[config.mk]
export PLATFORM = sky130hd
export DESIGN_NAME = bpsc_port
export DESIGN_NICKNAME = d
export VERILOG_FILES = /design/src/hdl/bpsc_pkg.sv /design/src/hdl/bpsc_port.sv
export VERILOG_INCLUDE_DIRS = /design/src /design/src/hdl
export SDC_FILE = /design/constraint.sdc
export NUM_CORES = 1
export LEC_CHECK = 0
export BUFFER_PORTS_ARGS = -buffer_cell sky130_fd_sc_hd__buf_2
export CELL_PAD_IN_SITES_DETAIL_PLACEMENT = 0
export CELL_PAD_IN_SITES_GLOBAL_PLACEMENT = 1
export CORE_MARGIN = 2
export CORE_UTILIZATION = 40
export DETAILED_ROUTE_END_ITERATION = 8
export GPL_TIMING_DRIVEN = 1
export MAX_ROUTING_LAYER = met4
export PLACE_DENSITY = 0.95
export SLEW_MARGIN = 25
export SYNTH_ARGS = -nofsm -noshare
export SYNTH_HDL_FRONTEND = slang
export SYNTH_SLANG_ARGS = --single-unit
[constraint.sdc]
create_clock -name clk -period 10.33 [get_ports clk]
set_input_delay 0.5165 -clock clk [delete_from_list [all_inputs] [get_ports clk]]
set_output_delay 0.5165 -clock clk [all_outputs]
set_load 0.01 [all_outputs]
[src/hdl/bpsc_defs.svh]
// Purpose: constants for the bridge port state controller
// Assumes: 50 MHz bridge clock
// Notes:   times are given in their own unit, cycle counts derived
`ifndef BPSC_DEFS_SVH
`define BPSC_DEFS_SVH

// =====================================================================
// timing
`define BPSC_CLK_NS          32'd20
`define BPSC_AGE_LIMIT_MS    32'd2000
`define BPSC_AGE_LIMIT_CYC   ((`BPSC_AGE_LIMIT_MS * 32'd1000000) / `BPSC_CLK_NS)
`define BPSC_RESTART_MS      32'd1000
`define BPSC_RESTART_CYC     ((`BPSC_RESTART_MS * 32'd1000000) / `BPSC_CLK_NS)

// =====================================================================
// state field codes, as read by management
`define BPSC_CODE_INIT       3'h0
`define BPSC_CODE_DISABLED   3'h1
`define BPSC_CODE_BROKEN     3'h2
`define BPSC_CODE_PRE_RELAY  3'h3
`define BPSC_CODE_FORWARDING 3'h4
`define BPSC_CODE_BACKUP     3'h5

// =====================================================================
// path mask bit positions
`define BPSC_PATH_MGMT       0
`define BPSC_PATH_INTO_ENG   1
`define BPSC_PATH_FROM_ENG   2
`define BPSC_PATH_STP        3

`endif

[src/hdl/bpsc_pkg.sv]
// Purpose: types for the bridge port state controller
// Assumes: nothing
// Notes:   constants live in bpsc_defs.svh
package bpsc_pkg;

    // =================================================================
    // port operating states
    typedef enum logic [2:0] {
        ST_INIT,
        ST_DISABLED,
        ST_BROKEN,
        ST_PRE_RELAY,
        ST_FORWARDING,
        ST_BACKUP
    } bpsc_state_type;

    // frame source / category
    typedef enum logic [1:0] {
        CAT_MGMT,
        CAT_ENGINE,
        CAT_STP
    } bpsc_cat_type;

    // frame word with framing marks
    typedef struct packed {
        logic [7:0] data;
        logic       sof;
        logic       eof;
        logic       to_self;
    } bpsc_word_type;

    // management commands
    typedef struct packed {
        logic disable_port;
        logic enable_port;
        logic mark_broken;
        logic restart;
    } bpsc_mgmt_cmd_type;

    // spanning-tree control
    typedef struct packed {
        logic go_listen;
        logic go_learn;
        logic go_forward;
        logic go_backup;
    } bpsc_stp_cmd_type;

    // address store request from the forwarding engine
    typedef struct packed {
        logic        valid;
        logic        update;
        logic [47:0] addr;
        logic [3:0]  status;
    } bpsc_addr_req_type;

endpackage : bpsc_pkg

[src/hdl/bpsc_port.sv]
// Purpose: per-port operating state and frame path gating of a LAN bridge
// Assumes: one clock at 50 MHz; link pins synchronised here
// Notes:   one outbound word held at a time; its frame's age is checked at start
`timescale 1ns/10ps
`default_nettype none
`include "bpsc_defs.svh"

module bpsc_port
    import bpsc_pkg::*;
#(
    parameter int unsigned AGE_LIMIT_CYC = `BPSC_AGE_LIMIT_CYC,
    parameter int unsigned RESTART_CYC   = `BPSC_RESTART_CYC,
    parameter int unsigned AGE_W         = 32
) (
    // clock and reset
    input  wire  logic              clk,
    input  wire  logic              nrst,
    // link status pins
    input  wire  logic              link_init_fail,
    input  wire  logic              link_init_done,
    input  wire  logic              link_tx_ready,
    // management and tree control
    input  wire  bpsc_mgmt_cmd_type mgmt_cmd,
    input  wire  bpsc_stp_cmd_type  stp_cmd,
    input  wire  logic [AGE_W-1:0]  stp_ageing_cyc,
    // inbound from LAN
    input  wire  bpsc_word_type     rx_word,
    input  wire  logic              rx_valid,
    // outbound frame from modules
    input  wire  bpsc_word_type     out_word,
    input  wire  logic              out_valid,
    input  wire  bpsc_cat_type      out_cat,
    input  wire  logic [AGE_W-1:0]  out_age,
    output logic                    out_ready,
    // engine address store request
    input  wire  bpsc_addr_req_type eng_addr_req,
    input  wire  logic              mgmt_addr_static,
    // delivery to modules
    output bpsc_word_type           to_mgmt_word,
    output logic                    to_mgmt_valid,
    output bpsc_word_type           to_eng_word,
    output logic                    to_eng_valid,
    output bpsc_word_type           to_stp_word,
    output logic                    to_stp_valid,
    // transmit to LAN
    output bpsc_word_type           tx_word,
    output logic                    tx_valid,
    // address store
    output bpsc_addr_req_type       addr_store_req,
    output logic                    addr_store_static,
    output logic [AGE_W-1:0]        addr_ageing_cyc,
    // status
    output logic [2:0]              state_code,
    output logic                    learning_sub,
    output logic                    restart_req,
    output logic                    frame_aged_out
);

    // =================================================================
    // reset release and pin synchronisers
    logic        rst_s1_reg, rst_s2_reg;
    logic [2:0]  pin_s1_reg, pin_s2_reg;
    wire  logic  rst_n = rst_s2_reg;

    always_ff @(posedge clk or negedge nrst) begin
        if (!nrst) begin
            rst_s1_reg <= 1'b0;
            rst_s2_reg <= 1'b0;
        end else begin
            rst_s1_reg <= 1'b1;
            rst_s2_reg <= rst_s1_reg;
        end
    end

    always_ff @(posedge clk or negedge rst_n) begin
        if (!rst_n) begin
            pin_s1_reg <= 3'h0;
            pin_s2_reg <= 3'h0;
        end else begin
            pin_s1_reg <= {link_tx_ready, link_init_done, link_init_fail};
            pin_s2_reg <= pin_s1_reg;
        end
    end

    wire logic init_fail = pin_s2_reg[0];
    wire logic init_done = pin_s2_reg[1];
    wire logic tx_rdy    = pin_s2_reg[2];

    // =================================================================
    // state machine
    bpsc_state_type state_reg, state_next;
    logic           learn_reg, learn_next;

    always_comb begin
        state_next = state_reg;
        learn_next = learn_reg;
        unique case (state_reg)
            ST_INIT: begin
                if (init_done && !init_fail) begin
                    state_next = ST_PRE_RELAY;
                    learn_next = 1'b0;
                end
            end
            ST_BROKEN: begin
                if (mgmt_cmd.restart) state_next = ST_INIT;
            end
            ST_DISABLED: begin
                if (mgmt_cmd.enable_port) begin
                    state_next = ST_PRE_RELAY;
                    learn_next = 1'b0;
                end
            end
            ST_PRE_RELAY: begin
                // duration held by the tree entity
                if (stp_cmd.go_learn && !learn_reg) learn_next = 1'b1;
                if (stp_cmd.go_forward && learn_reg) state_next = ST_FORWARDING;
                if (stp_cmd.go_backup) state_next = ST_BACKUP;
            end
            ST_FORWARDING: begin
                if (stp_cmd.go_backup) state_next = ST_BACKUP;
            end
            ST_BACKUP: begin
                if (stp_cmd.go_listen) begin
                    state_next = ST_PRE_RELAY;
                    learn_next = 1'b0;
                end
            end
        endcase
        if (state_reg != ST_INIT && state_reg != ST_BROKEN) begin
            if (mgmt_cmd.disable_port) state_next = ST_DISABLED;
            if (mgmt_cmd.mark_broken)  state_next = ST_BROKEN;
        end
        if (init_fail && state_reg != ST_INIT) state_next = ST_INIT;
        if (state_next != ST_PRE_RELAY) learn_next = 1'b0;
    end

    always_ff @(posedge clk or negedge rst_n) begin
        if (!rst_n) begin
            state_reg <= ST_INIT;
            learn_reg <= 1'b0;
        end else begin
            state_reg <= state_next;
            learn_reg <= learn_next;
        end
    end

    // =================================================================
    // path gating per state
    function automatic logic [3:0] path_mask(bpsc_state_type s, logic lrn);
        logic [3:0] m;
        m = 4'h0;
        unique case (s)
            ST_INIT:       m = 4'h0;
            ST_DISABLED:   m = 4'h1;
            ST_BROKEN:     m = 4'h0;
            ST_PRE_RELAY:  m = lrn ? 4'hb : 4'h9;
            ST_FORWARDING: m = 4'hf;
            ST_BACKUP:     m = 4'h9;
        endcase
        return m;
    endfunction

    function automatic logic [2:0] state_to_code(bpsc_state_type s);
        logic [2:0] c;
        c = `BPSC_CODE_INIT;
        unique case (s)
            ST_INIT:       c = `BPSC_CODE_INIT;
            ST_DISABLED:   c = `BPSC_CODE_DISABLED;
            ST_BROKEN:     c = `BPSC_CODE_BROKEN;
            ST_PRE_RELAY:  c = `BPSC_CODE_PRE_RELAY;
            ST_FORWARDING: c = `BPSC_CODE_FORWARDING;
            ST_BACKUP:     c = `BPSC_CODE_BACKUP;
        endcase
        return c;
    endfunction

    wire logic [3:0] paths = path_mask(state_reg, learn_reg);
    wire logic listening  = (state_reg == ST_PRE_RELAY) && !learn_reg;
    // listening passes only frames addressed to this port
    wire logic rx_ok      = rx_valid && (!listening || rx_word.to_self);
    wire logic rx_mgmt    = rx_ok && paths[`BPSC_PATH_MGMT];
    wire logic rx_eng     = rx_ok && paths[`BPSC_PATH_INTO_ENG];
    wire logic rx_stp     = rx_ok && paths[`BPSC_PATH_STP];

    // learning only while the engine path in is open
    wire bpsc_addr_req_type addr_req_gated = {
        eng_addr_req.valid && paths[`BPSC_PATH_INTO_ENG],
        eng_addr_req.update, eng_addr_req.addr, eng_addr_req.status};

    // outbound category to path bit
    wire logic out_open =
        (out_cat == CAT_MGMT)   ? paths[`BPSC_PATH_MGMT] :
        (out_cat == CAT_ENGINE) ? paths[`BPSC_PATH_FROM_ENG] :
        (out_cat == CAT_STP)    ? paths[`BPSC_PATH_STP] : 1'b0;

    // =================================================================
    // transmit hold slot with frame ageing
    // single-word slot keeps area tiny; congestion back-pressures the source
    bpsc_word_type    hold_reg;
    logic             hold_full_reg;
    logic [AGE_W-1:0] age_reg;
    logic             hold_sending_reg;

    wire logic take     = out_valid && out_ready;
    // start of destination address ends the age measurement
    wire logic too_old  = hold_full_reg && hold_reg.sof && !hold_sending_reg
                          && (age_reg >= AGE_W'(AGE_LIMIT_CYC));
    wire logic send     = hold_full_reg && tx_rdy && !too_old;
    wire logic drop_cls = out_valid && !out_open;

    // ready is a flop copy of an empty slot; closed-path words are taken and dropped
    wire logic ready_next = !(take && !drop_cls) && !(hold_full_reg && !(send || too_old));

    always_ff @(posedge clk or negedge rst_n) begin
        if (!rst_n) begin
            out_ready        <= 1'b0;
            hold_reg         <= '0;
            hold_full_reg    <= 1'b0;
            age_reg          <= '0;
            hold_sending_reg <= 1'b0;
        end else begin
            if (take && !drop_cls) begin
                hold_reg      <= out_word;
                hold_full_reg <= 1'b1;
                age_reg       <= out_age;
            end else if (send || too_old) begin
                hold_full_reg <= 1'b0;
            end else if (hold_full_reg) begin
                age_reg <= age_reg + AGE_W'(1);
            end
            if (send) hold_sending_reg <= !hold_reg.eof;
            out_ready <= ready_next;
        end
    end

    // =================================================================
    // broken-state restart timer
    logic [31:0] rst_cnt_reg;
    wire  logic  restart_tick = (state_reg == ST_BROKEN)
                                && (rst_cnt_reg >= RESTART_CYC - 1);

    always_ff @(posedge clk or negedge rst_n) begin
        if (!rst_n) begin
            rst_cnt_reg <= 32'h0;
        end else if (state_reg != ST_BROKEN || restart_tick) begin
            rst_cnt_reg <= 32'h0;
        end else begin
            rst_cnt_reg <= rst_cnt_reg + 32'h1;
        end
    end

    // =================================================================
    // registered outputs
    always_ff @(posedge clk or negedge rst_n) begin
        if (!rst_n) begin
            to_mgmt_word      <= '0;
            to_mgmt_valid     <= 1'b0;
            to_eng_word       <= '0;
            to_eng_valid      <= 1'b0;
            to_stp_word       <= '0;
            to_stp_valid      <= 1'b0;
            tx_word           <= '0;
            tx_valid          <= 1'b0;
            addr_store_req    <= '0;
            addr_store_static <= 1'b0;
            addr_ageing_cyc   <= '0;
            state_code        <= `BPSC_CODE_INIT;
            learning_sub      <= 1'b0;
            restart_req       <= 1'b0;
            frame_aged_out    <= 1'b0;
        end else begin
            to_mgmt_word      <= rx_word;
            to_mgmt_valid     <= rx_mgmt;
            to_eng_word       <= rx_word;
            to_eng_valid      <= rx_eng;
            to_stp_word       <= rx_word;
            to_stp_valid      <= rx_stp;
            tx_word           <= hold_reg;
            tx_valid          <= send;
            // learning only while the engine path in is open
            addr_store_req    <= addr_req_gated;
            addr_store_static <= mgmt_addr_static;
            addr_ageing_cyc   <= stp_ageing_cyc;
            state_code        <= state_to_code(state_reg);
            learning_sub      <= learn_reg;
            restart_req       <= restart_tick;
            frame_aged_out    <= too_old;
        end
    end

    // =================================================================
    // checks
    a_broken_all_closed: assert property (@(posedge clk) disable iff (!rst_n)
        (state_reg == ST_BROKEN) |=> !to_mgmt_valid && !to_eng_valid && !to_stp_valid)
        else $error("broken port delivered a frame");
    a_init_no_path: assert property (@(posedge clk) disable iff (!rst_n)
        (state_reg == ST_INIT) |=> !to_mgmt_valid && !to_eng_valid && !to_stp_valid)
        else $error("init port delivered a frame");
    a_disabled_mgmt_only: assert property (@(posedge clk) disable iff (!rst_n)
        (state_reg == ST_DISABLED && rx_valid) |=> to_mgmt_valid && !to_eng_valid
            && !to_stp_valid)
        else $error("disabled port path wrong");
    a_listen_no_engine: assert property (@(posedge clk) disable iff (!rst_n)
        listening |=> !to_eng_valid)
        else $error("listening port fed the engine");
    a_learn_into_engine: assert property (@(posedge clk) disable iff (!rst_n)
        (state_reg == ST_PRE_RELAY && learn_reg && rx_valid) |=> to_eng_valid)
        else $error("learning port did not feed engine");
    a_forward_all_open: assert property (@(posedge clk) disable iff (!rst_n)
        (state_reg == ST_FORWARDING && rx_valid) |=> to_mgmt_valid && to_eng_valid
            && to_stp_valid)
        else $error("forwarding port path closed");
    a_backup_paths: assert property (@(posedge clk) disable iff (!rst_n)
        (state_reg == ST_BACKUP && rx_valid) |=> !to_eng_valid && to_stp_valid)
        else $error("backup port path wrong");
    a_fail_to_init: assert property (@(posedge clk) disable iff (!rst_n)
        (init_fail && state_reg != ST_INIT) |=> state_reg == ST_INIT)
        else $error("init failure ignored");
    a_learn_order: assert property (@(posedge clk) disable iff (!rst_n)
        $rose(state_reg == ST_PRE_RELAY) |-> !learn_reg)
        else $error("pre-relay entered in learning");
    a_aged_not_sent: assert property (@(posedge clk) disable iff (!rst_n)
        too_old |=> !tx_valid && frame_aged_out)
        else $error("aged frame transmitted");

endmodule : bpsc_port
`default_nettype wire

==> run metrics, run 1 <==
status=complete, no violations; hold path depth=1; top cells by count, synth=dfrtp_1 (209), nand2_1 (53), o21ai_0 (45); Layout Cell Area excl Fill=~10000 um2; cells along the critical path=or4_1, or3_4, o2111ai_2, buf_4, o21ai_2, or4_1, a31oi_1; Yosys reg bits=about 210; Unique masters post-synth=55; crit path max fanout=15; delay of the slowest critical-path stage=about 0.55 ns; RSZ-0062 raised after global routing=no; Fill cells=1722; Top delay family on crit path=simple AND/OR/NAND/NOR gates; Tmin final=around 3.0 ns; slowest CP cell=o2111ai_2; Die H=around 140 um; nets=1082; Residual DRC=0; largest cells by area after synthesis=dfrtp_1 (67%), xor2_1 (4.4%), o21ai_0 (2.9%); Syn Inst Count=roughly 630; Initial Utilization=between 40% and 50%; clock slew at reported path FFs=roughly 0.06 ns; area delta synth->final=31.2%; Startpoint Class=register; fin cells=~1200; Synth Cell Area=between 7000 and 8000 um2; fmax=~330 MHz; Final Max Tran Viols=0; share of cells above drive strength 1=around two fifths; largest register by flop count=addr_store_req; ys async rst share=100%; clock sinks=~210; CTS tree=done; die area=just over 20000 um2; vias in the first global route=about 5800; DRT Pass-1 Iters=4; most common cell in the netlist=dfrtp_1; Worst R2R Start=age_reg[29]; ANT nets after route=0; clock latency at the later pin of the worst-skew pair=0.50 ns; Main synth FF type=dfrtp_1; Placed Instances=between 1000 and 1500; maxcap violations=0; drt wl/cell=~16 um; Crit path top cell by count=or4_1; reg2reg path depth=7; Placeable Area=19300 um2; CTS root buf=clkbuf_16; Worst slew margin=between 40 and 50%; TNS Setup=0 ns; worst-margin pin slew=0.848 ns; Yosys top cell by area=dfrtp_1; global route overflow=0; Starting DRT DRC Count=297; clk_skew=roughly 0.014 ns; Seq/Total Area, Yosys=approximately 67%; DRT Wirelength=approximately 19000 um; initial antenna violation count=0; CP Data Required Time=~11 ns; hold crit path type=input port to register; Die Width=approximately 140 um; # IOs=300; Placed Instance Area=roughly 9500 um2; PD cells=between 200 and 250 nW/um2; total track usage=between 10% and 20%; Hold Slack=between 0.1 and 0.15 ns; Fin. Hold Viols=0; Routability Congestion=approximately 0.79; ant diodes=0; final worst path period share=between 20% and 30%; static leakage=~4.8 nW; kind of critical path=register to register; Buffers on Ports=around 300; dpl ws=7.11 ns; final setup fails=0; final worst slack=7.34 ns; Post-Syn Area per Cell=12.4 um2; max reg flops=54; CTS Buffer Depth=3; worst reg2reg endpoint=age_reg[23]; synth warn=0; first-pass GRT wire length=~29000 um; Worst IR Drop VDD=about 0.00017 V; CTS resizes=0; min-delay src=eng_addr_req[1]; CP Buf/Inv Count=1; Final HPWL DP=between 10000 and 15000 um; H-tree depth=1; Worst R2R Setup Slack=between 7 and 8 ns; row count=approximately 50; Hold Path End=addr_store_req[1]; vias per inst=4.83; Arr. time, crit path=~3.4 ns; largest net degree at the start of global routing=80; Num CTS Buffers=23; number of vias in the routed layout=5805; crit end category=register; Synth top area share=66.8%; EDFF count, synth=0
## through the flow
| stage | total power, mW | utilization [%] |
|---|---|---|
| after floorplan | 1.28 | - |
| after global placement | 1.42 | 48.9 |
| after detailed placement | 1.43 | 48.9 |
| after CTS | 2.26 | 53.0 |
| after global routing | 2.35 | 53.1 |
| final | 2.24 | 53.1 |
## layout by cell type (no fill, tap or decap), types with 12 or more instances in the layout
master,n
mux2_2,12
o21ai_0,45
nand2_1,53
dfrtp_1,208
nor3_1,36
xor2_1,39
nor2_1,26
nand3_1,19
clkbuf_16,23
buf_2,299
## report_power, final
group	total [mW]	leakage, nW	internal [mW]	switching [mW]
combinational	0.341	1.92	0.156	0.185
clock	0.817	0.371	0.498	0.319
sequential	1.08	2.54	0.956	0.121
total	2.24	4.83	1.61	0.625
## final cells by class
type / instances / area [um2] / share of cell area (%)
Sequential cell: 209 / 5230 / 51.0
Clock inverter: 8 / 106 / 1.04
Multi-Input combinational cell: 371 / 2340 / 22.8
Tap cell: 265 / 332 / 3.23
Timing Repair Buffer: 306 / 1560 / 15.2
Inverter: 10 / 37.5 / 0.365
Clock buffer: 33 / 663 / 6.46
## worst reg2reg max path: cells and delay by family, from the launching register on
kind / cells / cell delay (ns)
and+or+nand+nor: 3 / 1.36
AOI/OAI and AO/OA: 3 / 0.83
DFF: 1 / 0.41
buffers and inverters: 1 / 0.31
## kinds of logic after synthesis
logic type / Yosys count / share of synthesized area (%)
buffers and inverters: 57 / 3.81
multiplexers: 15 / 2.11
other: 2 / 0.0960
flip-flops: 209 / 66.8
adder cells (fa/ha/maj): 3 / 0.480
AO/OA/AOI/OAI: 96 / 7.88
AND/OR/NAND/NOR: 202 / 13.4
XOR/XNOR: 48 / 5.37
## routing by layer
layer	global-route usage (%)	share of wire, %	vias up
li1	-	-	2762
met1	23.9	43	2811
met2	30.3	48	193
met3	3.27	5.4	39
met4	5.78	3.1	0
met5	-	0	-
## how the worst max path moves through the flow
stage / startpoint / end / slack, ns / cells past startpoint
after global placement: age_reg[29] / age_reg[23] / 7.20 / 6
after detailed placement: age_reg[29] / age_reg[23] / 7.11 / 6
after CTS: age_reg[29] / age_reg[23] / 7.14 / 6
final: age_reg[29] / age_reg[23] / 7.34 / 7
after global routing: age_reg[29] / age_reg[23] / 7.20 / 7
after floorplan: rst_n / addr_ageing_cyc[0] / 4.07 / 0
## timing repair
action | in CTS | in global routing
buffers inserted | 0 | 0
hold buffers | 1 | 0
hold endpoints to repair | 2 | 0
setup endpoints to repair | 0 | 0
No activity file was read; power rests on OpenSTA's default activity.
==> run 2, diff against run 1 <==
- CORE_UTILIZATION: 40 -> 37
- PLACE_DENSITY: 0.95 -> 0.91
- clock period: 10.33 -> 3.1 ns (I/O delays scaled with it)
==> run 2 against run 1 <==
  * Sequential share of layout area fell by 6.6 points
  * Critical path depth unchanged
  * Via count grew 11%
  * Combinational power increased to 4.0 times the previous value
  * Die area rose by 7.9%
  * Clock-buffer cell count did not move
  * Sequential cell count did not move
==> run metrics, run 2 (synthesized netlist as in run 1, its figures left out) <==
total track usage=20.4% (+1.8 points); static leakage=5.51 nW (+14%); Initial Utilization=37.5% (-3.0 points); maxcap violations=0 (unchanged); vias in the first global route=6888 (+19%); DRT Wirelength=22100 um (+16%); max reg flops=54 (unchanged); Startpoint Class=register; Buffers on Ports=299 (unchanged); dpl ws=0.335 ns (-6.77 ns); hold crit path type=input port to register; commonest non-fill, non-tap cell in the layout=buf_2; Hold Path End=state_reg[1]; Final Max Tran Viols=0 (unchanged); commonest cells after routing, fill and taps aside=buf_2 (299), dfrtp_1 (208), dlygate4sd3_1 (150); clk_skew=0.0201 ns (+0.00615 ns); ant diodes=0 (unchanged); number of vias in the routed layout=6471 (+11%); Worst R2R Start=age_reg[29]; # IOs=300 (unchanged); area delta synth->final=50.9%; Residual DRC=0 (unchanged); Num CTS Buffers=23 (unchanged); CTS root buf=clkbuf_16; Starting DRT DRC Count=313 (+5.4%); nets=1242 (+15%); fmax=356 MHz (+6.5%); clock slew at reported path FFs=0.06 ns (about the same); min-delay src=mgmt_cmd[0]; final worst path period share=90.5% (+62 points); Worst R2R Setup Slack=0.29 ns (-7.05 ns); global route overflow=0 (unchanged); RSZ-0062 raised after global routing=no; Tmin final=2.81 ns (-0.183 ns); first-pass GRT wire length=35100 um (+19%); reg2reg path depth=7 (unchanged); Placeable Area=20900 um2 (+8.0%); hold path depth=4 (+3); Final HPWL DP=13800 um (+0.41%); largest register by flop count=addr_store_req; Fin. Hold Viols=0 (unchanged); Die H=149 um (+3.9%); final worst slack=0.294 ns (-7.05 ns); kind of critical path=register to register; initial antenna violation count=0 (unchanged); largest net degree at the start of global routing=75 (-6.3%); die area=22300 um2 (+7.9%); worst-margin pin slew=0.779 ns (-0.0692 ns); status=complete, no violations; worst reg2reg endpoint=age_reg[8]; PD cells=638 nW/um2 (+190%); CTS resizes=0 (unchanged); ANT nets after route=0 (unchanged); Die Width=149 um (+3.9%); clock sinks=209 (unchanged); H-tree depth=1 (unchanged); Arr. time, crit path=3.23 ns (-0.18 ns); drt wl/cell=16.2 um (+1.9%); clock latency at the later pin of the worst-skew pair=0.50 ns (about the same); crit path max fanout=17 (+2); CTS tree=done; final setup fails=0 (unchanged); delay of the slowest critical-path stage=0.51 ns (-0.04 ns); cells along the critical path=or4_1, or3_4, a311oi_4, buf_4, o21ai_0, or3_1, a31oi_1; DRT Pass-1 Iters=4 (unchanged); Final Util=56.5% (+3.4 points); row count=53 (+3.9%); share of cells above drive strength 1=33.8% (-5.1 points); TNS Setup=0 ns (unchanged); CP Data Required Time=3.52 ns (-7.23 ns); slowest CP cell=or4_1; CTS Buffer Depth=3 (unchanged); vias per inst=4.73 (-2.1%); Routability Congestion=0.870 (+10%); crit end category=register; Worst IR Drop VDD=0.000536 V (+210%); Worst slew margin=47.6% (+4.1 points); Pwr Total=7.53 mW (+240%)
## run 2: changes by cell type in the layout (fill, tap and decap cells not counted), moves of 3 or more
cell           delta
dlygate4sd3_1   +149
buf_4            +10
clkinv_2          +3
buf_12            +3
## run 2: where the power goes
| part | switching, mW | leakage [nW] | internal (mW) |
|---|---|---|---|
| logic | 0.698 | 2.61 | 0.671 |
| clock network | 1.04 | 0.355 | 1.55 |
| registers | 0.379 | 2.54 | 3.19 |
## run 2: critical path: cells and delay by family, from the launching register on
| family | cells | cell delay (ns) |
|---|---|---|
| compound gates | 3 | 0.79 |
| simple gates | 3 | 1.21 |
| buf+inv | 1 | 0.31 |
| flops | 1 | 0.40 |
## run 2: what timing repair did
item                      CTS  global route
setup buffers               0             0
hold buffers              150             0
hold endpoints to repair  152             0
## run 2: metrics by stage
stage          cells  hold slack (ns)  instance area, um2
6_report        1369           0.0341               11800
5_1_grt         1369           0.0588               11800
4_1_cts         1369           0.0113               11800
3_5_place_dp    1181          -0.0583                9600
3_3_place_gp    1181          -0.0590                9600
2_1_floorplan    637           -0.141                7850
## run 2: worst max path at each step
stage	slack [ns]	from	to	depth (start not counted)
after global placement	0.38	age_reg[29]	age_reg[8]	7
after CTS	0.32	age_reg[29]	age_reg[8]	7
final	0.29	age_reg[29]	age_reg[8]	7
after detailed placement	0.34	age_reg[29]	age_reg[8]	7
after global routing	0.14	age_reg[29]	age_reg[8]	7
after floorplan	0.60	age_reg[29]	age_reg[23]	6
## run 2: layout make-up
type / count / area (um2)
Multi-Input combinational cell: 371 / 2320
Clock inverter: 5 / 50.0
Clock buffer: 33 / 663
Sequential cell: 209 / 5230
Fill cell: 1742 / 9080
Inverter: 10 / 37.5
Tap cell: 275 / 344
Timing Repair Buffer: 466 / 3160
## run 2: per-layer routing
metal,up-vias,wire length (um),GRT usage (%)
li1,3067,-,-
met1,3132,9070,24.7
met2,232,11200,34.7
met3,40,1350,3.93
met4,0,507,6.43
met5,-,0,-
==> run 3, diff against run 2 <==
- CORE_UTILIZATION: 37 -> 40
- PLACE_DENSITY: 0.91 -> 0.95
- TNS_END_PERCENT: default -> 5
- clock period: 3.1 -> 3.3 ns (I/O delays scaled with it)
==> run 3 against run 2 <==
  * Sequential power shrank 6%
  * Critical endpoint unchanged
  * Clock skew fell by 0.014 ns
  * Clock-buffer cell count is 1 higher
  * Sequential share of layout area rose by 0.11 points
  * Routed wire length is 1.4% higher
  * Non-clock buffer count is the same
  * Via count rose by 1.5%
  * Largest power group unchanged
==> run metrics, run 3 (synthesized netlist as in run 1, its figures left out) <==
share of cells above drive strength 1=33.8% (about the same); reg2reg path depth=7 (unchanged); static leakage=5.50 nW (-0.13%); H-tree depth=1 (unchanged); largest register by flop count=addr_store_req; slowest CP cell=or4_1; Final Max Tran Viols=0 (unchanged); nets=1242 (unchanged); worst-margin pin slew=0.827 ns (+0.0484 ns); final worst path period share=82.3% (-8.2 points); commonest cells after routing, fill and taps aside=buf_2 (299), dfrtp_1 (208), dlygate4sd3_1 (150); Top delay family on crit path=simple AND/OR/NAND/NOR gates; clk_skew=0.00632 ns (-0.0138 ns); clock sinks=209 (unchanged); ant diodes=0 (unchanged); CP Buf/Inv Count=1 (unchanged); DRT Pass-1 Iters=5 (+1); commonest non-fill, non-tap cell in the layout=buf_2; Buffers on Ports=299 (unchanged); vias per inst=4.83 (+2.1%); Num CTS Buffers=23 (unchanged); crit path max fanout=15 (-2); area delta synth->final=50.5%; global route overflow=0 (unchanged); kind of critical path=register to register; initial antenna violation count=0 (unchanged); Residual DRC=0 (unchanged); Hold Path End=learn_reg; clock slew at reported path FFs=0.06 ns (about the same); Initial Utilization=40.5% (+3.0 points); Layout Cell Area excl Fill=11800 um2 (-0.24%); Worst slew margin=44.9% (-2.7 points); vias in the first global route=6598 (-4.2%); Pwr Total=7.06 mW (-6.3%); status=complete, no violations; area of the multi-input gates=2320 um2 (+0.11%); Routability Congestion=0.830 (-4.6%); die area=20700 um2 (-7.3%); worst reg2reg endpoint=age_reg[8]; hold path depth=3 (-1); CTS resizes=0 (unchanged); Reg area=5230 um2 (unchanged); RSZ-0062 raised after global routing=no; largest net degree at the start of global routing=64 (-15%); number of vias in the routed layout=6566 (+1.5%); Fin. Hold Viols=0 (unchanged); fmax=368 MHz (+3.3%); DRT Wirelength=22500 um (+1.4%); Tmin final=2.72 ns (-0.0901 ns); Startpoint Class=register; Worst IR Drop VDD=0.000502 V (-6.2%); hold crit path type=input port to register; CTS tree=done; Post-CTS Setup Inserts=0 (unchanged); drt wl/cell=16.5 um (+2.1%); total track usage=22.0% (+1.6 points); maxcap violations=0 (unchanged); first-pass GRT wire length=34600 um (-1.6%); cts hold-fix bufs=150 (unchanged); delay of the slowest critical-path stage=0.54 ns (+0.03 ns); CTS Buffer Depth=3 (unchanged); Placed Instance Area=9570 um2 (-0.26%); PD cells=599 nW/um2 (-6.1%); max reg flops=54 (unchanged); Worst R2R Start=age_reg[29]; Worst R2R Setup Slack=0.58 ns (+0.29 ns); Die Width=144 um (-3.7%); ANT nets after route=0 (unchanged); row count=51 (-3.8%); Die H=144 um (-3.7%); min-delay src=stp_cmd[2]; cells along the critical path=or4_1, or3_4, o2111ai_2, buf_4, o21ai_0, or3_1, a31oi_1; TNS Setup=0 ns (unchanged); final setup fails=0 (unchanged); Placeable Area=19300 um2 (-7.4%); Hold Slack=0.0583 ns (+0.0242 ns); Fill cells=1516 (-13%); Final HPWL DP=14000 um (+1.3%); crit end category=register; # IOs=300 (unchanged); clock latency at the later pin of the worst-skew pair=0.49 ns (about the same); Starting DRT DRC Count=338 (+8.0%); CP Data Required Time=3.72 ns (+0.20 ns); Arr. time, crit path=3.13 ns (-0.10 ns); CTS root buf=clkbuf_16
-- run 3: changes by cell type in the layout (fill, tap and decap cells not counted) --
cell      change
buf_12        -1
buf_4         +1
clkbuf_1      +2
clkbuf_8      -1
nand2b_1      -1
nand2b_2      +1
-- run 3: cell type report --
type                    count  share of cell area (%)
clock inverters             5                   0.425
inverters                  10                   0.319
clock buffers              34                    5.58
flip-flops and latches    209                    44.4
well taps                 265                    2.81
multi-input cells         371                    19.7
repair buffers            466                    26.7
-- run 3: layer usage --
layer / vias to the layer above / track usage [%] / routed length, um
li1: 3074 / - / -
met2: 234 / 36.8 / 11500
met1: 3220 / 27.8 / 9160
met5: - / - / 0
met4: 0 / 5.62 / 529
met3: 38 / 4.00 / 1260
-- run 3: worst max-delay path by stage --
stage,from,to,slack [ns],cells after the start
floorplan,age_reg[29],age_reg[23],0.80,6
global placement,age_reg[29],age_reg[8],0.63,7
detailed placement,age_reg[29],age_reg[8],0.61,7
CTS,age_reg[29],age_reg[8],0.59,7
global route,age_reg[29],age_reg[8],0.46,7
finish,age_reg[29],age_reg[8],0.58,7
-- run 3: where the power goes --
group	total, mW	internal [mW]	switching (mW)
Sequential	3.37	2.99	0.373
Combinational	1.27	0.624	0.648
Clock	2.42	1.44	0.974
-- run 3: worst min-delay path, cell delays in order --
cell and delay (ns):
buf_2 0.08, a21oi_1 0.04, and4b_1 0.22
-- run 3: per-stage QoR --
step | cells | worst slack [ns] | util, %
final | 1360 | 0.584 | 60.9
after global routing | 1360 | 0.457 | 60.9
after CTS | 1360 | 0.585 | 60.9
after detailed placement | 1171 | 0.609 | 49.5
after global placement | 1171 | 0.631 | 49.5
after floorplan | 637 | 0.800 | -
